<file path="src/serial_pkg.sv">
// shared constants, types and helpers of the serial status and control block
package serial_pkg;
  // register byte offsets
  localparam logic [11:0] MODE_OFS   = 12'h3ac;
  localparam logic [11:0] STATUS_OFS = 12'h3b0;
  localparam logic [11:0] TXDATA_OFS = 12'h3b4;
  localparam logic [11:0] RXDATA_OFS = 12'h3b8;
  localparam logic [11:0] BAUD_OFS   = 12'h3bc;
  // status and control field positions
  localparam int TXM_HI_B = 15;
  localparam int TXPOL_B  = 14;
  localparam int TXM_LO_B = 13;
  localparam int RXEN_B   = 12;
  localparam int BRK_B    = 11;
  localparam int TXEN_B   = 10;
  localparam int RXM_B    = 6;
  localparam int ADET_B   = 5;
  localparam int OVR_B    = 1;
  // mode field positions
  localparam int PORTEN_B = 15;
  localparam int IRC_B    = 12;
  localparam int PDSEL_B  = 1;
  // reset values and writable bits
  localparam logic [15:0] CTRL_RST   = 16'h0000;
  localparam logic [15:0] CTRL_WMASK = 16'hfce0;
  localparam logic [15:0] MODE_RST   = 16'h0000;
  localparam logic [15:0] MODE_WMASK = 16'h9006;
  localparam logic [15:0] BAUD_RST   = 16'h0000;
  // interrupt mode codes
  localparam logic [1:0] TXM_ON_LOAD = 2'h0;
  localparam logic [1:0] TXM_DONE    = 2'h1;
  localparam logic [1:0] TXM_EMPTIED = 2'h2;
  localparam logic [1:0] RXM_3Q      = 2'h2;
  localparam logic [1:0] RXM_FULL    = 2'h3;
  localparam int         RX_3Q_CNT   = 3;
  // data format codes
  localparam logic [1:0] PDSEL_8N   = 2'h0;
  localparam logic [1:0] PDSEL_ODD  = 2'h2;
  localparam logic [1:0] PDSEL_9BIT = 2'h3;
  // timing in baud ticks and frame lengths in bits
  localparam logic [3:0]  LAST_SUB    = 4'hf;
  localparam logic [3:0]  MID_SUB     = 4'h7;
  localparam logic [13:0] BREAK_FRAME = 14'h2000;
  localparam logic [3:0]  BREAK_BITS  = 4'he;
  localparam logic [3:0]  FRAME_8N    = 4'ha;
  localparam logic [3:0]  FRAME_LONG  = 4'hb;

  typedef enum logic {TX_IDLE, TX_SHIFT} tx_state_e;
  typedef enum logic [1:0] {RX_IDLE, RX_START, RX_BITS} rx_state_e;

  // one buffered received character
  typedef struct packed {
    logic       frm_err;
    logic       par_err;
    logic [8:0] data;
  } rx_char_s;

  // parity bit for eight data bits in the given format
  function automatic logic parity_of(logic [7:0] d, logic [1:0] fmt);
    return (^d) ^ (fmt == PDSEL_ODD);
  endfunction

  // frame length from start bit to stop bit
  function automatic logic [3:0] frame_len(logic [1:0] fmt);
    return (fmt == PDSEL_8N) ? FRAME_8N : FRAME_LONG;
  endfunction
endpackage

</file>
<file path="src/char_fifo.sv">
// small character buffer with valid/ready on both sides and a registered head
module char_fifo #(
  parameter int WIDTH = 9,
  parameter int DEPTH = 2,
  parameter int PW    = $clog2(DEPTH)
) (
  // clock and reset
  input  logic             core_clk,
  input  logic             reset,
  input  logic             flush,
  // fill side
  input  logic             wr_valid,
  input  logic [WIDTH-1:0] wr_data,
  output logic             wr_ready,
  // drain side
  output logic             rd_valid,
  output logic [WIDTH-1:0] rd_data,
  input  logic             rd_ready,
  output logic [PW:0]      count
);
  logic [WIDTH-1:0] mem_r [DEPTH];
  logic [PW-1:0]    wr_ptr_r;
  logic [PW-1:0]    rd_ptr_r;
  logic [PW:0]      count_r;
  logic [WIDTH-1:0] head_r;

  // handshakes and next head
  assign wr_ready = !flush && (count_r != (PW+1)'(DEPTH));
  assign rd_valid = count_r != '0;
  wire              wr_fire    = wr_valid && wr_ready;
  wire              rd_fire    = rd_valid && rd_ready && !flush;
  wire [PW-1:0]     rd_ptr_nxt = rd_ptr_r + PW'(rd_fire);
  wire [WIDTH-1:0]  head_nxt   = (wr_fire && wr_ptr_r == rd_ptr_nxt) ? wr_data
                                                                      : mem_r[rd_ptr_nxt];
  assign rd_data = head_r;
  assign count   = count_r;

  // storage, no reset needed
  always_ff @(posedge core_clk) begin
    if (wr_fire) mem_r[wr_ptr_r] <= wr_data;
    head_r <= head_nxt;
  end

  // pointers and fill level
  always_ff @(posedge core_clk) begin
    if (reset || flush) begin
      wr_ptr_r <= '0;
      rd_ptr_r <= '0;
      count_r  <= '0;
    end else begin
      wr_ptr_r <= wr_ptr_r + PW'(wr_fire);
      rd_ptr_r <= rd_ptr_nxt;
      count_r  <= count_r + (PW+1)'(wr_fire) - (PW+1)'(rd_fire);
    end
  end
endmodule // char_fifo

</file>
<file path="src/serial_status_control.sv">
// serial port status and control register with its transmit and receive engines
// Behaviour
// RL1 - tx mode 10: event when a load into the shifter empties the buffer
// RL2 - tx mode 01: event when the last frame has shifted out, nothing queued
// RL3 - tx mode 00: event on every load of a character into the shifter
// RL4 - software never writes tx mode 11, it is reserved
// RL5 - idle polarity bit with codec on means idle high, codec off idle low
// RL6 - receive enable hands the receive pin to the port and receives
// RL7 - break request sends start, twelve zeros, stop, then clears itself
// RL8 - clearing transmit enable aborts, empties the buffer, releases the pin
// RL9 - buffer full flag is 1 only when no more character fits
// RL10 - shift empty flag is 1 when shifter and buffer are empty, resets 1
// RL11 - rx mode 11 fires at four held, 10 at three, 0x on any char
// RL12 - address detect in 9-bit mode keeps only characters with bit 8 set
// RL13 - receiver idle flag is 1 unless a character is being received
// RL14 - parity error flag belongs to the character at the buffer head
// RL15 - framing error flag belongs to the character at the buffer head
// RL16 - overrun set on overflow; clearing it empties buffer and receiver
// RL17 - data available flag is 1 while the receive buffer is not empty
// RL18 - character arriving with buffer full is dropped, reception halts until clear
module serial_status_control #(
  parameter int TX_DEPTH = 2,
  parameter int RX_DEPTH = 4
) (
  // clock and reset
  input  logic        core_clk,
  input  logic        reset,
  // apb slave
  input  logic        psel,
  input  logic        penable,
  input  logic        pwrite,
  input  logic [11:0] paddr,
  input  logic [31:0] pwdata,
  output logic [31:0] prdata,
  output logic        pready,
  output logic        pslverr,
  // serial pins
  input  logic        rx_pin,
  output logic        tx_pin,
  output logic        tx_pin_oe_n,
  output logic        rx_pin_owned,
  // event pulses
  output logic        tx_irq,
  output logic        rx_irq
);
  localparam int TCW = $clog2(TX_DEPTH);
  localparam int RCW = $clog2(RX_DEPTH);

  logic [15:0] ctrl_r;
  logic [15:0] mode_r;
  logic [15:0] baud_div_r;
  logic [15:0] baud_cnt_r;
  logic        overrun_r;
  logic [31:0] prdata_r;
  logic        pready_r;
  logic        pslverr_r;
  logic        tx_line_r;
  logic        tx_oe_n_r;
  logic        rx_own_r;
  logic        tx_irq_r;
  logic        rx_irq_r;

  // apb decode, zero-wait access after each setup
  wire setup_c    = psel && !penable;
  wire access_c   = psel && penable && pready_r;
  wire wr_c       = access_c && pwrite;
  wire rd_c       = access_c && !pwrite;
  wire hit_mode   = paddr == serial_pkg::MODE_OFS;
  wire hit_status = paddr == serial_pkg::STATUS_OFS;
  wire hit_tx     = paddr == serial_pkg::TXDATA_OFS;
  wire hit_rx     = paddr == serial_pkg::RXDATA_OFS;
  wire hit_baud   = paddr == serial_pkg::BAUD_OFS;
  wire mapped     = hit_mode || hit_status || hit_tx || hit_rx || hit_baud;

  // control fields
  wire [1:0] tx_irq_mode       = {ctrl_r[serial_pkg::TXM_HI_B], ctrl_r[serial_pkg::TXM_LO_B]};
  wire       tx_idle_polarity  = ctrl_r[serial_pkg::TXPOL_B];
  wire       rx_enable         = ctrl_r[serial_pkg::RXEN_B];
  wire       send_break        = ctrl_r[serial_pkg::BRK_B];
  wire       tx_enable         = ctrl_r[serial_pkg::TXEN_B];
  wire [1:0] rx_irq_mode       = ctrl_r[serial_pkg::RXM_B +: 2];
  wire       address_detect_en = ctrl_r[serial_pkg::ADET_B];
  wire       port_enable       = mode_r[serial_pkg::PORTEN_B];
  wire       infrared_codec_en = mode_r[serial_pkg::IRC_B];
  wire [1:0] pdsel             = mode_r[serial_pkg::PDSEL_B +: 2];
  wire       nine_bit          = pdsel == serial_pkg::PDSEL_9BIT;
  wire       par_on            = !nine_bit && pdsel != serial_pkg::PDSEL_8N;
  wire       tx_on             = port_enable && tx_enable;
  wire       rx_on             = port_enable && rx_enable;

  // baud tick divider, one enable pulse per sixteenth of a bit
  wire tick = baud_cnt_r >= baud_div_r;
  always_ff @(posedge core_clk) begin
    if (reset || tick) baud_cnt_r <= 16'h0000;
    else baud_cnt_r <= baud_cnt_r + 16'h0001;
  end

  // ---------------- transmit ----------------
  serial_pkg::tx_state_e tx_state_r;
  logic [13:0]     tx_shift_r;
  logic [3:0]      tx_left_r;
  logic [3:0]      tx_sub_r;
  logic            tx_brk_frame_r;
  logic            txq_valid;
  logic [8:0]      txq_data;
  logic            txq_wr_ready;
  logic [TCW:0]    txq_count;

  // transmit sequencing terms
  wire        tx_idle     = tx_state_r == serial_pkg::TX_IDLE;
  wire        tx_break_go = tx_idle && tx_on && send_break;
  wire        tx_load     = tx_idle && tx_on && !send_break && txq_valid;
  wire        bit_end     = tick && tx_sub_r == serial_pkg::LAST_SUB;
  wire        frame_end   = !tx_idle && bit_end && tx_left_r == 4'h1;
  wire        brk_done    = frame_end && tx_brk_frame_r;
  wire        tx_par      = serial_pkg::parity_of(txq_data[7:0], pdsel);
  wire [13:0] tx_frame    = nine_bit ? {4'hf, txq_data, 1'b0}
                          : par_on   ? {4'hf, tx_par, txq_data[7:0], 1'b0}
                                     : {5'h1f, txq_data[7:0], 1'b0};
  // RL9 buffer full flag
  wire tx_full = txq_count == (TCW+1)'(TX_DEPTH);
  // RL10 shifter and buffer both empty
  wire tx_shift_empty = tx_idle && !txq_valid;

  // RL8 tx abort: disabling flushes the buffer
  char_fifo #(.WIDTH(9), .DEPTH(TX_DEPTH)) tx_buf (
    .core_clk (core_clk),
    .reset    (reset),
    .flush    (!tx_on),
    .wr_valid (wr_c && hit_tx),
    .wr_data  (pwdata[8:0]),
    .wr_ready (txq_wr_ready),
    .rd_valid (txq_valid),
    .rd_data  (txq_data),
    .rd_ready (tx_load),
    .count    (txq_count)
  );

  // frame shifter, lsb first, start bit at bit 0
  always_ff @(posedge core_clk) begin
    if (reset || !tx_on) begin
      tx_state_r     <= serial_pkg::TX_IDLE;
      tx_shift_r     <= '1;
      tx_left_r      <= 4'h0;
      tx_brk_frame_r <= 1'b0;
    // RL7 break frame
    end else if (tx_break_go) begin
      tx_state_r     <= serial_pkg::TX_SHIFT;
      tx_shift_r     <= serial_pkg::BREAK_FRAME;
      tx_left_r      <= serial_pkg::BREAK_BITS;
      tx_brk_frame_r <= 1'b1;
    end else if (tx_load) begin
      tx_state_r     <= serial_pkg::TX_SHIFT;
      tx_shift_r     <= tx_frame;
      tx_left_r      <= serial_pkg::frame_len(pdsel);
      tx_brk_frame_r <= 1'b0;
    end else if (!tx_idle && bit_end) begin
      tx_shift_r <= {1'b1, tx_shift_r[13:1]};
      tx_left_r  <= tx_left_r - 4'h1;
      if (tx_left_r == 4'h1) tx_state_r <= serial_pkg::TX_IDLE;
    end
  end

  // tick counter within the current bit
  always_ff @(posedge core_clk) begin
    if (reset || tx_idle) tx_sub_r <= 4'h0;
    else if (tick) tx_sub_r <= tx_sub_r + 4'h1;
  end

  // transmit event per mode
  wire txe_load  = tx_load && tx_irq_mode == serial_pkg::TXM_ON_LOAD;
  wire txe_empty = tx_load && tx_irq_mode == serial_pkg::TXM_EMPTIED
                   && txq_count == (TCW+1)'(1) && !(wr_c && hit_tx);
  wire txe_done  = frame_end && tx_irq_mode == serial_pkg::TXM_DONE && !txq_valid;
  // RL5 idle level from polarity and codec
  wire tx_invert = tx_idle_polarity ^ infrared_codec_en;

  // pin drive and transmit event
  always_ff @(posedge core_clk) begin
    if (reset) begin
      tx_line_r <= 1'b1;
      tx_oe_n_r <= 1'b1;
      tx_irq_r  <= 1'b0;
    end else begin
      tx_line_r <= (tx_idle ? 1'b1 : tx_shift_r[0]) ^ tx_invert;
      // RL8 pin back to port when disabled
      tx_oe_n_r <= !tx_on;
      // RL1 RL2 RL3 transmit event modes
      tx_irq_r  <= txe_load || txe_empty || txe_done;
    end
  end

  // ---------------- receive ----------------
  logic [2:0]      rx_sync_r;
  logic            rx_lvl_r;
  serial_pkg::rx_state_e rx_state_r;
  logic [3:0]      rx_sub_r;
  logic [3:0]      rx_left_r;
  logic [10:0]     rx_shift_r;
  logic            rxq_valid;
  logic [10:0]     rxq_data;
  logic            rxq_wr_ready;
  logic [RCW:0]    rxq_count;

  // pin synchroniser; a change counts once stages two and three agree
  always_ff @(posedge core_clk) begin
    if (reset) begin
      rx_sync_r <= 3'h7;
      rx_lvl_r  <= 1'b1;
    end else begin
      rx_sync_r <= {rx_sync_r[1:0], rx_pin};
      if (rx_sync_r[1] == rx_sync_r[2]) rx_lvl_r <= rx_sync_r[2];
    end
  end

  // received frame decoding, stop bit in bit 10
  wire        rx_done  = rx_state_r == serial_pkg::RX_BITS && tick
                         && rx_sub_r == serial_pkg::LAST_SUB && rx_left_r == 4'h1;
  wire [10:0] rx_word  = {rx_lvl_r, rx_shift_r[10:1]};
  wire [8:0]  rx_data9 = nine_bit ? rx_word[9:1]
                       : par_on   ? {1'b0, rx_word[8:1]} : {1'b0, rx_word[9:2]};
  wire        rx_parity_error  = par_on && rx_word[9] != serial_pkg::parity_of(rx_word[8:1], pdsel);
  // RL12 address filter in 9-bit mode
  wire        rx_keep  = !(address_detect_en && nine_bit && !rx_data9[8]);
  wire        rx_push  = rx_done && rx_keep && !overrun_r;
  // RL18 overflow drops the character
  wire        ovf_set  = rx_push && !rxq_wr_ready;
  // RL16 overrun clear on a 1 to 0 write
  wire        rx_clr   = wr_c && hit_status && overrun_r && !pwdata[serial_pkg::OVR_B];
  wire        rx_pop   = rd_c && hit_rx;
  wire [RCW:0] rx_after = rxq_count + (RCW+1)'(1) - (RCW+1)'(rxq_valid && rx_pop);
  serial_pkg::rx_char_s rx_in;
  serial_pkg::rx_char_s rx_head;
  assign rx_in   = '{frm_err: !rx_word[10], par_err: rx_parity_error, data: rx_data9};
  assign rx_head = serial_pkg::rx_char_s'(rxq_data);

  // four character receive buffer
  char_fifo #(.WIDTH(11), .DEPTH(RX_DEPTH)) rx_buf (
    .core_clk (core_clk),
    .reset    (reset),
    .flush    (rx_clr),
    .wr_valid (rx_push),
    .wr_data  (rx_in),
    .wr_ready (rxq_wr_ready),
    .rd_valid (rxq_valid),
    .rd_data  (rxq_data),
    .rd_ready (rx_pop),
    .count    (rxq_count)
  );

  // RL6 RL13 RL16 receiver sequencer, mid-bit sampling
  always_ff @(posedge core_clk) begin
    if (reset || !rx_on || rx_clr) begin
      rx_state_r <= serial_pkg::RX_IDLE;
      rx_sub_r   <= 4'h0;
      rx_left_r  <= 4'h0;
      rx_shift_r <= '1;
    end else begin
      unique case (rx_state_r)
        serial_pkg::RX_IDLE: begin
          rx_sub_r <= 4'h0;
          // RL18 halted while overrun stands
          if (!rx_lvl_r && !overrun_r) rx_state_r <= serial_pkg::RX_START;
        end
        serial_pkg::RX_START: if (tick) begin
          rx_sub_r <= rx_sub_r + 4'h1;
          if (rx_sub_r == serial_pkg::MID_SUB) begin
            rx_sub_r   <= 4'h0;
            rx_left_r  <= serial_pkg::frame_len(pdsel) - 4'h1;
            rx_state_r <= rx_lvl_r ? serial_pkg::RX_IDLE : serial_pkg::RX_BITS;
          end
        end
        serial_pkg::RX_BITS: if (tick) begin
          rx_sub_r <= rx_sub_r + 4'h1;
          if (rx_sub_r == serial_pkg::LAST_SUB) begin
            rx_shift_r <= rx_word;
            rx_left_r  <= rx_left_r - 4'h1;
            if (rx_left_r == 4'h1) rx_state_r <= serial_pkg::RX_IDLE;
          end
        end
      endcase
    end
  end

  // RL11 receive event per mode
  wire rxe = (rx_irq_mode == serial_pkg::RXM_FULL) ? rx_after == (RCW+1)'(RX_DEPTH)
           : (rx_irq_mode == serial_pkg::RXM_3Q)   ? rx_after == (RCW+1)'(serial_pkg::RX_3Q_CNT)
                                                    : 1'b1;
  always_ff @(posedge core_clk) begin
    if (reset) begin
      rx_irq_r  <= 1'b0;
      rx_own_r  <= 1'b0;
      overrun_r <= 1'b0;
    end else begin
      rx_irq_r  <= rx_push && rxq_wr_ready && rxe;
      rx_own_r  <= rx_on;
      // RL16 set wins over clear
      overrun_r <= ovf_set || (overrun_r && !rx_clr);
    end
  end

  // ---------------- registers ----------------
  wire        rx_idle   = rx_state_r == serial_pkg::RX_IDLE;
  // RL14 RL15 RL17 head flags and data available
  wire [15:0] status_rd = {ctrl_r[15:10], tx_full, tx_shift_empty, ctrl_r[7:5], rx_idle,
                           rxq_valid && rx_head.par_err, rxq_valid && rx_head.frm_err,
                           overrun_r, rxq_valid};
  wire [31:0] rd_mux    = hit_mode   ? {16'h0000, mode_r}
                        : hit_status ? {16'h0000, status_rd}
                        : hit_rx     ? {23'h00_0000, rx_head.data}
                        : hit_baud   ? {16'h0000, baud_div_r} : 32'h0000_0000;

  // software writes; break request cleared by hardware when done
  always_ff @(posedge core_clk) begin
    if (reset) begin
      ctrl_r     <= serial_pkg::CTRL_RST;
      mode_r     <= serial_pkg::MODE_RST;
      baud_div_r <= serial_pkg::BAUD_RST;
    end else begin
      if (wr_c && hit_status) ctrl_r <= pwdata[15:0] & serial_pkg::CTRL_WMASK;
      // RL7 break request self-clears
      else if (brk_done) ctrl_r[serial_pkg::BRK_B] <= 1'b0;
      if (wr_c && hit_mode) mode_r <= pwdata[15:0] & serial_pkg::MODE_WMASK;
      if (wr_c && hit_baud) baud_div_r <= pwdata[15:0];
    end
  end

  // apb answer one cycle after setup
  always_ff @(posedge core_clk) begin
    if (reset) begin
      pready_r  <= 1'b0;
      pslverr_r <= 1'b0;
      prdata_r  <= 32'h0000_0000;
    end else begin
      pready_r  <= setup_c;
      pslverr_r <= setup_c && !mapped;
      if (setup_c) prdata_r <= rd_mux;
    end
  end

  assign prdata       = prdata_r;
  assign pready       = pready_r;
  assign pslverr      = pslverr_r;
  assign tx_pin       = tx_line_r;
  assign tx_pin_oe_n  = tx_oe_n_r;
  assign rx_pin_owned = rx_own_r;
  assign tx_irq       = tx_irq_r;
  assign rx_irq       = rx_irq_r;
endmodule // serial_status_control

</file>
<file path="config.mk">
export PLATFORM = sky130hd
export DESIGN_NAME = serial_status_control
export DESIGN_NICKNAME = d
export VERILOG_FILES = /design/src/serial_pkg.sv /design/src/char_fifo.sv /design/src/serial_status_control.sv
export SDC_FILE = /design/constraint.sdc
export NUM_CORES = 1
export LEC_CHECK = 0
export ABC_AREA = 1
export CAP_MARGIN = 10
export CELL_PAD_IN_SITES_DETAIL_PLACEMENT = 1
export CELL_PAD_IN_SITES_GLOBAL_PLACEMENT = 1
export CORE_ASPECT_RATIO = 0.75
export CORE_MARGIN = 2
export CORE_UTILIZATION = 40
export CTS_CLUSTER_DIAMETER = 30
export DETAILED_ROUTE_END_ITERATION = 10
export DONT_BUFFER_PORTS = 1
export GPL_TIMING_DRIVEN = 0
export HOLD_SLACK_MARGIN = 0.02
export PLACE_DENSITY_LB_ADDON = 0.2
export RECOVER_POWER = 50
export SYNTH_ARGS = -nofsm -noshare
export SYNTH_HDL_FRONTEND = slang
export SYNTH_SLANG_ARGS = --single-unit
</file>
<file path="constraint.sdc">
create_clock -name core_clk -period 4.5 [get_ports core_clk]
set_input_delay 1.125 -clock core_clk [delete_from_list [all_inputs] [get_ports core_clk]]
set_output_delay 1.125 -clock core_clk [all_outputs]
set_load 0.1 [all_outputs]
</file>
# --- Yosys cells after proc, flatten, opt, wreduce, memory -nomap -nowiden ---
# Memories as Yosys holds them, arrays and structs flattened. A register that Yosys moved wholly into a read port is not among the register bits.
# Cells that the tools add are included.
totals:
  reg_bits: 145
  ramBits: 62
  inputBits: 50
  mem_count: 2
op_classes:
  add_sub_neg: 16
  n_lt_le_gt_ge: 1
  eq_ne: 32
  n_mux: 47
  n_bitwise: 5
  n_reduce_logical: 102
memory_table:
  columns: ["memory", "depth", "word_bits", "read_ports", "rd_clocked_by_memory_dff", "write_ports", "line", "source"]
  rows:
  - ["rx_buf.mem_r", 4, 11, 1, 1, 1, "char_fifo.sv:21", "logic [WIDTH-1:0] mem_r [DEPTH];"]
  - ["tx_buf.mem_r", 2, 9, 1, 1, 1, "char_fifo.sv:21", null]
ops:
  columns: ["cell", "n"]
  rows:
  - ["$mux W16", 4]
  - ["$eq A12 B10 Y1 const B", 5]
  - ["$logic_and A1 B1 Y1", 53]
  - ["$mux W4", 10]
  - ["$mux W14", 2]
  - ["$mux W10", 2]
  - ["$add A16 B1 Y16 const B", 1]
  - ["$ge A16 B16 Y1", 1]
  - ["$logic_not A1 Y1", 16]
  - ["$mux W1", 16]
  - ["$reduce_xor A8 Y1", 2]
  - ["$eq A2 B2 Y1 const B", 7]
  - ["$mux W2", 7]
  - ["$logic_or A1 B1 Y1", 13]
  - ["$mux W13", 1]
  - ["$pmux W4 S3", 1]
  - ["$reduce_bool A2 Y1", 6]
  - ["$sub A4 B1 Y4 const B", 3]
  - ["$mux W9", 1]
  - ["$reduce_bool A3 Y1", 3]
  - ["$add A4 B1 Y4 const B", 2]
  - ["$eq A4 B1 Y1 const B", 2]
  - ["$eq A4 B4 Y1 const B", 2]
  - ["$mux W8", 1]
  - ["other kinds (25)", 42]

# --- Longest topological paths before layout ---
# Gate-level depths: netlist of run 1.
depth:
  ltp_word: 13
  mapped_depth: 19

# --- Modules after synthesis ---
# From an unflattened synthesis of run 1, not the netlist that was laid out.
unflattened:
  cells_unflattened: 1107
  hier_area_um2: 9253.9
modules_own_cells:
  columns: ["mod", "instances", "cells_per_inst", "area_each_um2", "seq_area_each_um2"]
  rows:
  - ["serial_status_control", 1, 871, 6177.2, 2302.2]
  - ["char_fifo (rx_buf)", 1, 167, 2133.3, 1501.4]
  - ["char_fifo (tx_buf)", 1, 69, 943.4, 640.6]

# --- Worst setup path after synthesis of run 1 ---
# OpenSTA, ideal clock, no wires.
synth_path:
  path_type: "input port to flip-flop"
  from: "input psel"
  to: "memory rx_buf.mem_r[0][0] (enable)"
  arrival_time_ns: 2.778
  slack_ns: 1.328
  stages: 7
  n_path_buf: 0
  cell_sequence: "nand4_1 -> inv_2 -> nand4_4 -> inv_1 -> nor2_1 -> nand3_4 -> nor3_1"
synth_via:
  elab_chain_cells: 11
synth_lines:
  columns: ["item", "line", "source"]
  rows:
  - ["start, declared", "serial_status_control.sv:29", "input logic psel,"]
  - ["$logic_and A1 B1 Y1 (2 in series)", "serial_status_control.sv:65", "wire access_c = psel && penable && pready_r;"]
  - ["$logic_and A1 B1 Y1", "serial_status_control.sv:66", "wire wr_c = access_c && pwrite;"]
  - ["$logic_and A1 B1 Y1 (3 in series)", "serial_status_control.sv:229", "wire rx_clr = wr_c && hit_status && overrun_r && !pwdata[serial_pkg::OVR_B];"]
  - ["$logic_not A1 Y1", "char_fifo.sv:28", "assign wr_ready = !flush && (count_r != (PW+1)'(DEPTH));"]
  - ["$logic_and A1 B1 Y1", "char_fifo.sv:28", null]
  - ["$logic_and A1 B1 Y1", "char_fifo.sv:30", "wire wr_fire = wr_valid && wr_ready;"]
  - ["$mux W1", "char_fifo.sv:40", "if (wr_fire) mem_r[wr_ptr_r] <= wr_data;"]
  - ["$mux W1 (implied by the code)", "char_fifo.sv:40", null]
  - ["end, declared", "char_fifo.sv:21", null]
# No other way between the ends.

# --- Worst setup path in the final report of run 1 ---
layout_path:
  from: "input paddr[11]"
  to: "register rx_irq_r (netlist: rx_irq)"
layout_via:
  elab_chain_cells: 8
  elab_cells_between_ends: 16
  cone_classes: "add/sub (1); eq/ne (4); mux (2); reduce/logical (9)"
layout_lines:
  columns: ["item", "line", "source"]
  rows:
  - ["start, declared", "serial_status_control.sv:32", "input logic [11:0] paddr,"]
  - ["$eq A12 B10 Y1, on equally long branches", "serial_status_control.sv:71, serial_status_control.sv:69", null]
  - ["$logic_and A1 B1 Y1, on equally long branches", "serial_status_control.sv:230, serial_status_control.sv:229", null]
  - ["$logic_and A1 B1 Y1, on equally long branches", "serial_status_control.sv:231, serial_status_control.sv:229", null]
  - ["$sub A3 B1 Y3 / $logic_and A1 B1 Y1 (equally long branches)", "serial_status_control.sv:231, serial_status_control.sv:229", null]
  - ["$eq A3 B2 Y1 / $logic_not A1 Y1 (equally long branches)", "serial_status_control.sv:287, char_fifo.sv:28", null]
  - ["$mux W1 / $logic_and A1 B1 Y1 (equally long branches)", "serial_status_control.sv:287, char_fifo.sv:28", null]
  - ["$mux W1 / $logic_and A1 B1 Y1 (equally long branches)", "serial_status_control.sv:286, serial_status_control.sv:295", null]
  - ["$logic_and A1 B1 Y1 *", "serial_status_control.sv:295", "rx_irq_r <= rx_push && rxq_wr_ready && rxe;"]
  - ["end signal, assigned", "serial_status_control.sv:295", null]
  - ["end, declared", "serial_status_control.sv:61", "logic rx_irq_r;"]
# Mark *: on every way between the ends. The rest lies on a longest branch, timed or not.
# A chain may end at the register's enable or synchronous reset.

==> reports/results.tsv, run 1 <==
metric	value	unit
status	complete, no violations	
Setup crit start kind	input port	
Vias	7499	
die span in y	136	µm
R2R Setup Slk	1.02	ns
net load switching power	0.928	mW
nets@finish	1219	
Distinct cells, synth	56	
Area after DPL	9740	µm²
Post-DRT Antenna Nets	0	
worst path cell trace	nor2_1, nand3_1, nor2_1, inv_1, nor2_1, and2_0, inv_1, ha_1, ha_1, o311ai_0, nand3_1, nor2_1	
Slew headroom	28.6	%
layout cells sized above 1	9.81	%
WHS	0.416	ns
Power Density	339	nW/µm²
H-tree depth	4	
initial antenna violation count	0	
core area	22900	µm²
Clock Power Share	46.0	%
GRT Total Usage	22.2	%
most frequent cells in the layout	nand2_1, dfxtp_1, inv_1	
root buf cell	clkbuf_16	
post_cts resized	0	
total number of yosys warnings	0	
fin crit share	80.3	%
# clock sinks	191	
Tmin final	3.61	ns
dpl ws	0.913	ns
crit-path max FO	9	
worst-case vdd ir drop	0.000256	V
number of diodes	0	
Cell Int Power	2.56	mW
GRT overflow	0	
Post-Layout Cell Count	1442	
P&R area growth vs syn	11.1	%
Data required, critical path	4.87	ns
most frequent CP cell	nor2_1	
wire per inst	18.3	µm
Die W	180	µm
CTS Hold Bufs	0	
Post-Synthesis Cells	1092	
vias per cell	5.20	
largest net degree at the start of global routing	24	
commonest register cell after synthesis	dfxtp_1	
I/O Buffers	0	
RD Place Congestion	0.852	
Worst Path Buf+Inv	2	
mean area per synthesized cell	8.48	µm²
final WL	26400	µm
CTS max path bufs	2	
largest stage delay on the critical path	0.56	ns
Arrival @ worst endpoint	3.98	ns
Max Cap Viol	0	
sequential fraction of the synthesis area	48.0	%
CP endpoint kind	register	
asr flop ratio synth	0	%
first-pass GRT wire length	41500	µm
detailed placer's ending HPWL	20200	µm
CTS tree	built	
Initial Utilization	40.5	%
vias in the first global route	7456	
Max Clk Rate	277	MHz
setup bufs post-CTS	0	
leakage power	3.88	nW
unrepaired setup endpoints after global routing	false	
delay-heaviest family, CP	simple AND/OR/NAND/NOR gates	
Worst-Margin Slew	1.07	ns
combinational power share	3.1	%
Worst Hold Class	register to register	
Final WS setup	0.887	ns
clk_skew	0.0182	ns
slowest CP cell	nor2_1	
DR iter-0 viols	418	
num ports	89	
row cnt	48	
Post-Place Cells	1410	
FILL cells	2721	
Die ar.	24400	µm²
# DRC	0	
Final Hold Viols	0	
final setup fails	0	
number of synthesized flops with an enable pin	62	
Final Cell Area	10300	µm²
Net Sw Frac	26.6	%
Post-Syn Area	9260	µm²
drt first pass iters	7	
clk_lat worst skew	0.46	ns
Synth Register Bits	191	
final slew viol count	0	
CP Class	input port to register	
clock-pin slew on the worst setup and hold paths	0.08	ns
Seq pwr share	50.9	%
most common cell after layout, fill and taps aside	nand2_1	
setup tns final	0	ns
TritonCTS Buffers	17	
## per-stage QoR
step                      util, %  power, mW
final                        45.0       3.49
after global routing         45.0       3.60
after CTS                    45.3       3.51
after detailed placement     42.6       1.92
after global placement       42.4       1.92
after floorplan                 -       1.91
## cell families after synthesis
kind of cell / Yosys count / synth area share (%)
other: 1 / 0.0405
multiplexers: 9 / 1.08
AND/OR/NAND/NOR: 458 / 23.4
XOR/XNOR: 23 / 2.18
flip-flops: 191 / 48.0
AO/OA/AOI/OAI: 189 / 11.3
buffers and inverters: 181 / 8.59
adder cells (fa/ha/maj): 40 / 5.49
## sequential cells by signal (all words and copies together), names as in the netlist, 9 cells and up, named ones only
signal,flops
baud_cnt_r,16
rx_shift_r,9
ctrl_r,9
tx_buf.mem_r,18
rx_buf.mem_r,44
prdata,16
tx_shift_r,13
baud_div_r,16
## layout make-up
type,count,area [µm²],share of cell area [%]
multi-input cells,735,4030,39.1
clock inverters,15,204,1.98
flip-flops and latches,191,4440,43.2
plain buffers,46,274,2.66
repair buffers,3,30.0,0.292
inverters,135,510,4.96
clock buffers,17,425,4.13
well taps,300,375,3.65
## metal layers
metal / GRT usage, % / wire, µm / vias up
li1: - / - / 3698
met1: 30.6 / 12700 / 3629
met2: 35.1 / 11600 / 149
met3: 5.94 / 1610 / 23
met4: 4.56 / 378 / 0
met5: 0 / 0 / -
## path summary, 6_finish.rpt
check | start | end | depth (start not counted)
max | paddr[11] | rx_irq | 12
min | rx_sync_r[0] | rx_sync_r[1] | 1
max reg2reg | pready | tx_buf.mem_r[1][3] | 5
min reg2reg | rx_sync_r[0] | rx_sync_r[1] | 1
## power by group through the flow
stage	clock network (mW)	logic, mW	registers (mW)
3_5_place_dp	0	0.109	1.82
6_report	1.61	0.109	1.78
5_1_grt	1.71	0.114	1.78
3_3_place_gp	0	0.109	1.82
4_1_cts	1.63	0.110	1.78
2_1_floorplan	0	0.0949	1.82
## worst reg2reg max path, cell delays in order, from the launching register on
cell,delay (ns)
dfxtp_1,0.98
nand4_1,0.67
inv_2,0.35
nand3_1,0.18
nor3_1,0.38
ha_1,0.57
## synthesized netlist by cell type, types with 11 or more instances
cell      instances  area share (%)
ha_1             39             5.3
dfxtp_1         129              28
o22ai_1          13            0.88
nand3_1          52             2.8
buf_4            19             1.5
o21ai_0          66             3.6
clkbuf_1         12            0.49
a21oi_1          80             4.3
nand2_1         194             7.9
nand4_1          11            0.74
edfxtp_1         62              20
inv_1           122             4.9
nor2_1           90             3.6
nor3_1           56             3.0
xnor2_1          13             1.2
Note: power is estimated with default switching activity, not from simulation.
==> run 2: changes to the inputs <==
- clock period: 4.5 -> 3.7 ns (I/O delays scaled with it)
==> reports/results.tsv, run 2 (synthesized netlist as in run 1, its figures left out) <==
metric	value	unit
status	complete, no violations	
combinational power share	3.1	%
Seq pwr share	50.8	%
wire per inst	18.3	µm
clk_lat worst skew	0.46	ns
vias in the first global route	7456	
net load switching power	1.13	mW
number of diodes	0	
dpl ws	0.113	ns
RD Place Congestion	0.852	
most frequent cells in the layout	nand2_1, dfxtp_1, inv_1	
most common cell after layout, fill and taps aside	nand2_1	
drt first pass iters	7	
num ports	89	
Net Sw Frac	26.6	%
vias per cell	5.19	
largest net degree at the start of global routing	24	
CTS tree	built	
die span in y	136	µm
clk_skew	0.0166	ns
Design Power	4.25	mW
WHS	0.416	ns
CP endpoint kind	register	
Die ar.	24400	µm²
Initial Utilization	40.5	%
most frequent CP cell	nor2_1	
# DRC	0	
final slew viol count	0	
initial antenna violation count	0	
Arrival @ worst endpoint	3.61	ns
first-pass GRT wire length	41500	µm
crit-path max FO	9	
worst-case vdd ir drop	0.000309	V
final setup fails	0	
CTS Hold Bufs	0	
Final Hold Viols	0	
fin crit share	87.6	%
Area after DPL	9740	µm²
layout cells sized above 1	9.46	%
Setup crit start kind	input port	
DR iter-0 viols	418	
CTS max path bufs	2	
worst path cell trace	nor2_1, nand3_1, nor2_4, inv_1, nor2_1, and2_0, inv_1, ha_1, ha_1, o311ai_0, nand3_1, nor2_1	
Post-DRT Antenna Nets	0	
final core occ	44.9	%
Worst-Margin Slew	1.07	ns
unrepaired setup endpoints after global routing	false	
Final WS setup	0.458	ns
slowest CP cell	nor2_1	
GRT Total Usage	22.2	%
setup tns final	0	ns
Post-Place Cells	1410	
Data required, critical path	4.07	ns
Tmin final	3.24	ns
P&R area growth vs syn	11.0	%
Max Cap Viol	0	
Largest Register	rx_buf.mem_r	
H-tree depth	4	
Clock Power Share	46.0	%
top flop regs	rx_buf.mem_r x44, tx_buf.mem_r x18	
I/O Buffers	0	
Cell Int Power	3.12	mW
Slew headroom	28.5	%
Worst Hold Class	register to register	
Max Clk Rate	308	MHz
clock-pin slew on the worst setup and hold paths	0.08	ns
leakage power	3.87	nW
TritonCTS Buffers	17	
nets@finish	1219	
Post-Layout Cell Count	1442	
max reg flops	44	
final WL	26400	µm
row cnt	48	
CP Class	input port to register	
R2R Setup Slk	0.55	ns
Power Density	413	nW/µm²
root buf cell	clkbuf_16	
largest stage delay on the critical path	0.53	ns
Die W	180	µm
GRT overflow	0	
core area	22900	µm²
Vias	7491	
detailed placer's ending HPWL	20200	µm
# clock sinks	191	
Final Cell Area	10300	µm²
-- run 2: changes by cell type in the layout (fill, tap and decap cells not counted), sizes merged --
cell / previous run / this run
clkbuf: 34 / 35
buf: 32 / 31
-- run 2: power by group through the flow --
stage | sequential [mW] | clock, mW | combinational, mW
2_1_floorplan | 2.21 | 0 | 0.115
5_1_grt | 2.16 | 2.08 | 0.139
6_report | 2.16 | 1.95 | 0.133
3_3_place_gp | 2.21 | 0 | 0.132
4_1_cts | 2.16 | 1.98 | 0.133
3_5_place_dp | 2.21 | 0 | 0.133
-- run 2: area by class of cell --
cell class                 count  area (µm²)
clock inverter                15         204
buffer                        46         277
tap                          300         375
inverter                     135         510
sequential                   191        4450
clock buffer                  17         425
timing repair buffer           3        30.0
fill                        2727       12600
multi-input combinational    735        4010
-- run 2: repair_timing --
action / 4_1_cts / 5_1_grt
endpoints found under the setup margin: 0 / 17
resized for setup: 0 / 1
setup buffers: 0 / 0
-- run 2: worst paths after layout --
check / cells past startpoint / endpoint / from
setup / recovery: 12 / rx_irq / paddr[11]
hold / removal: 1 / rx_sync_r[1] / rx_sync_r[0]
setup reg to reg: 11 / rx_buf.count[2] / pready
hold reg to reg: 1 / rx_sync_r[1] / rx_sync_r[0]
-- run 2: routing by layer --
metal	vias to the layer above	track usage, %	share of wire, %
met5	-	0	0
met4	0	4.56	1.4
met3	22	5.94	5.8
met2	137	35.1	44
met1	3647	30.6	48
li1	3685	-	-
-- run 2: critical path: cells and delay by family --
| family | cells | cell delay [ns] |
|---|---|---|
| simple gates | 7 | 1.69 |
| fa+ha+maj | 2 | 0.47 |
| compound gates | 1 | 0.32 |
| buf+inv | 2 | 0.19 |
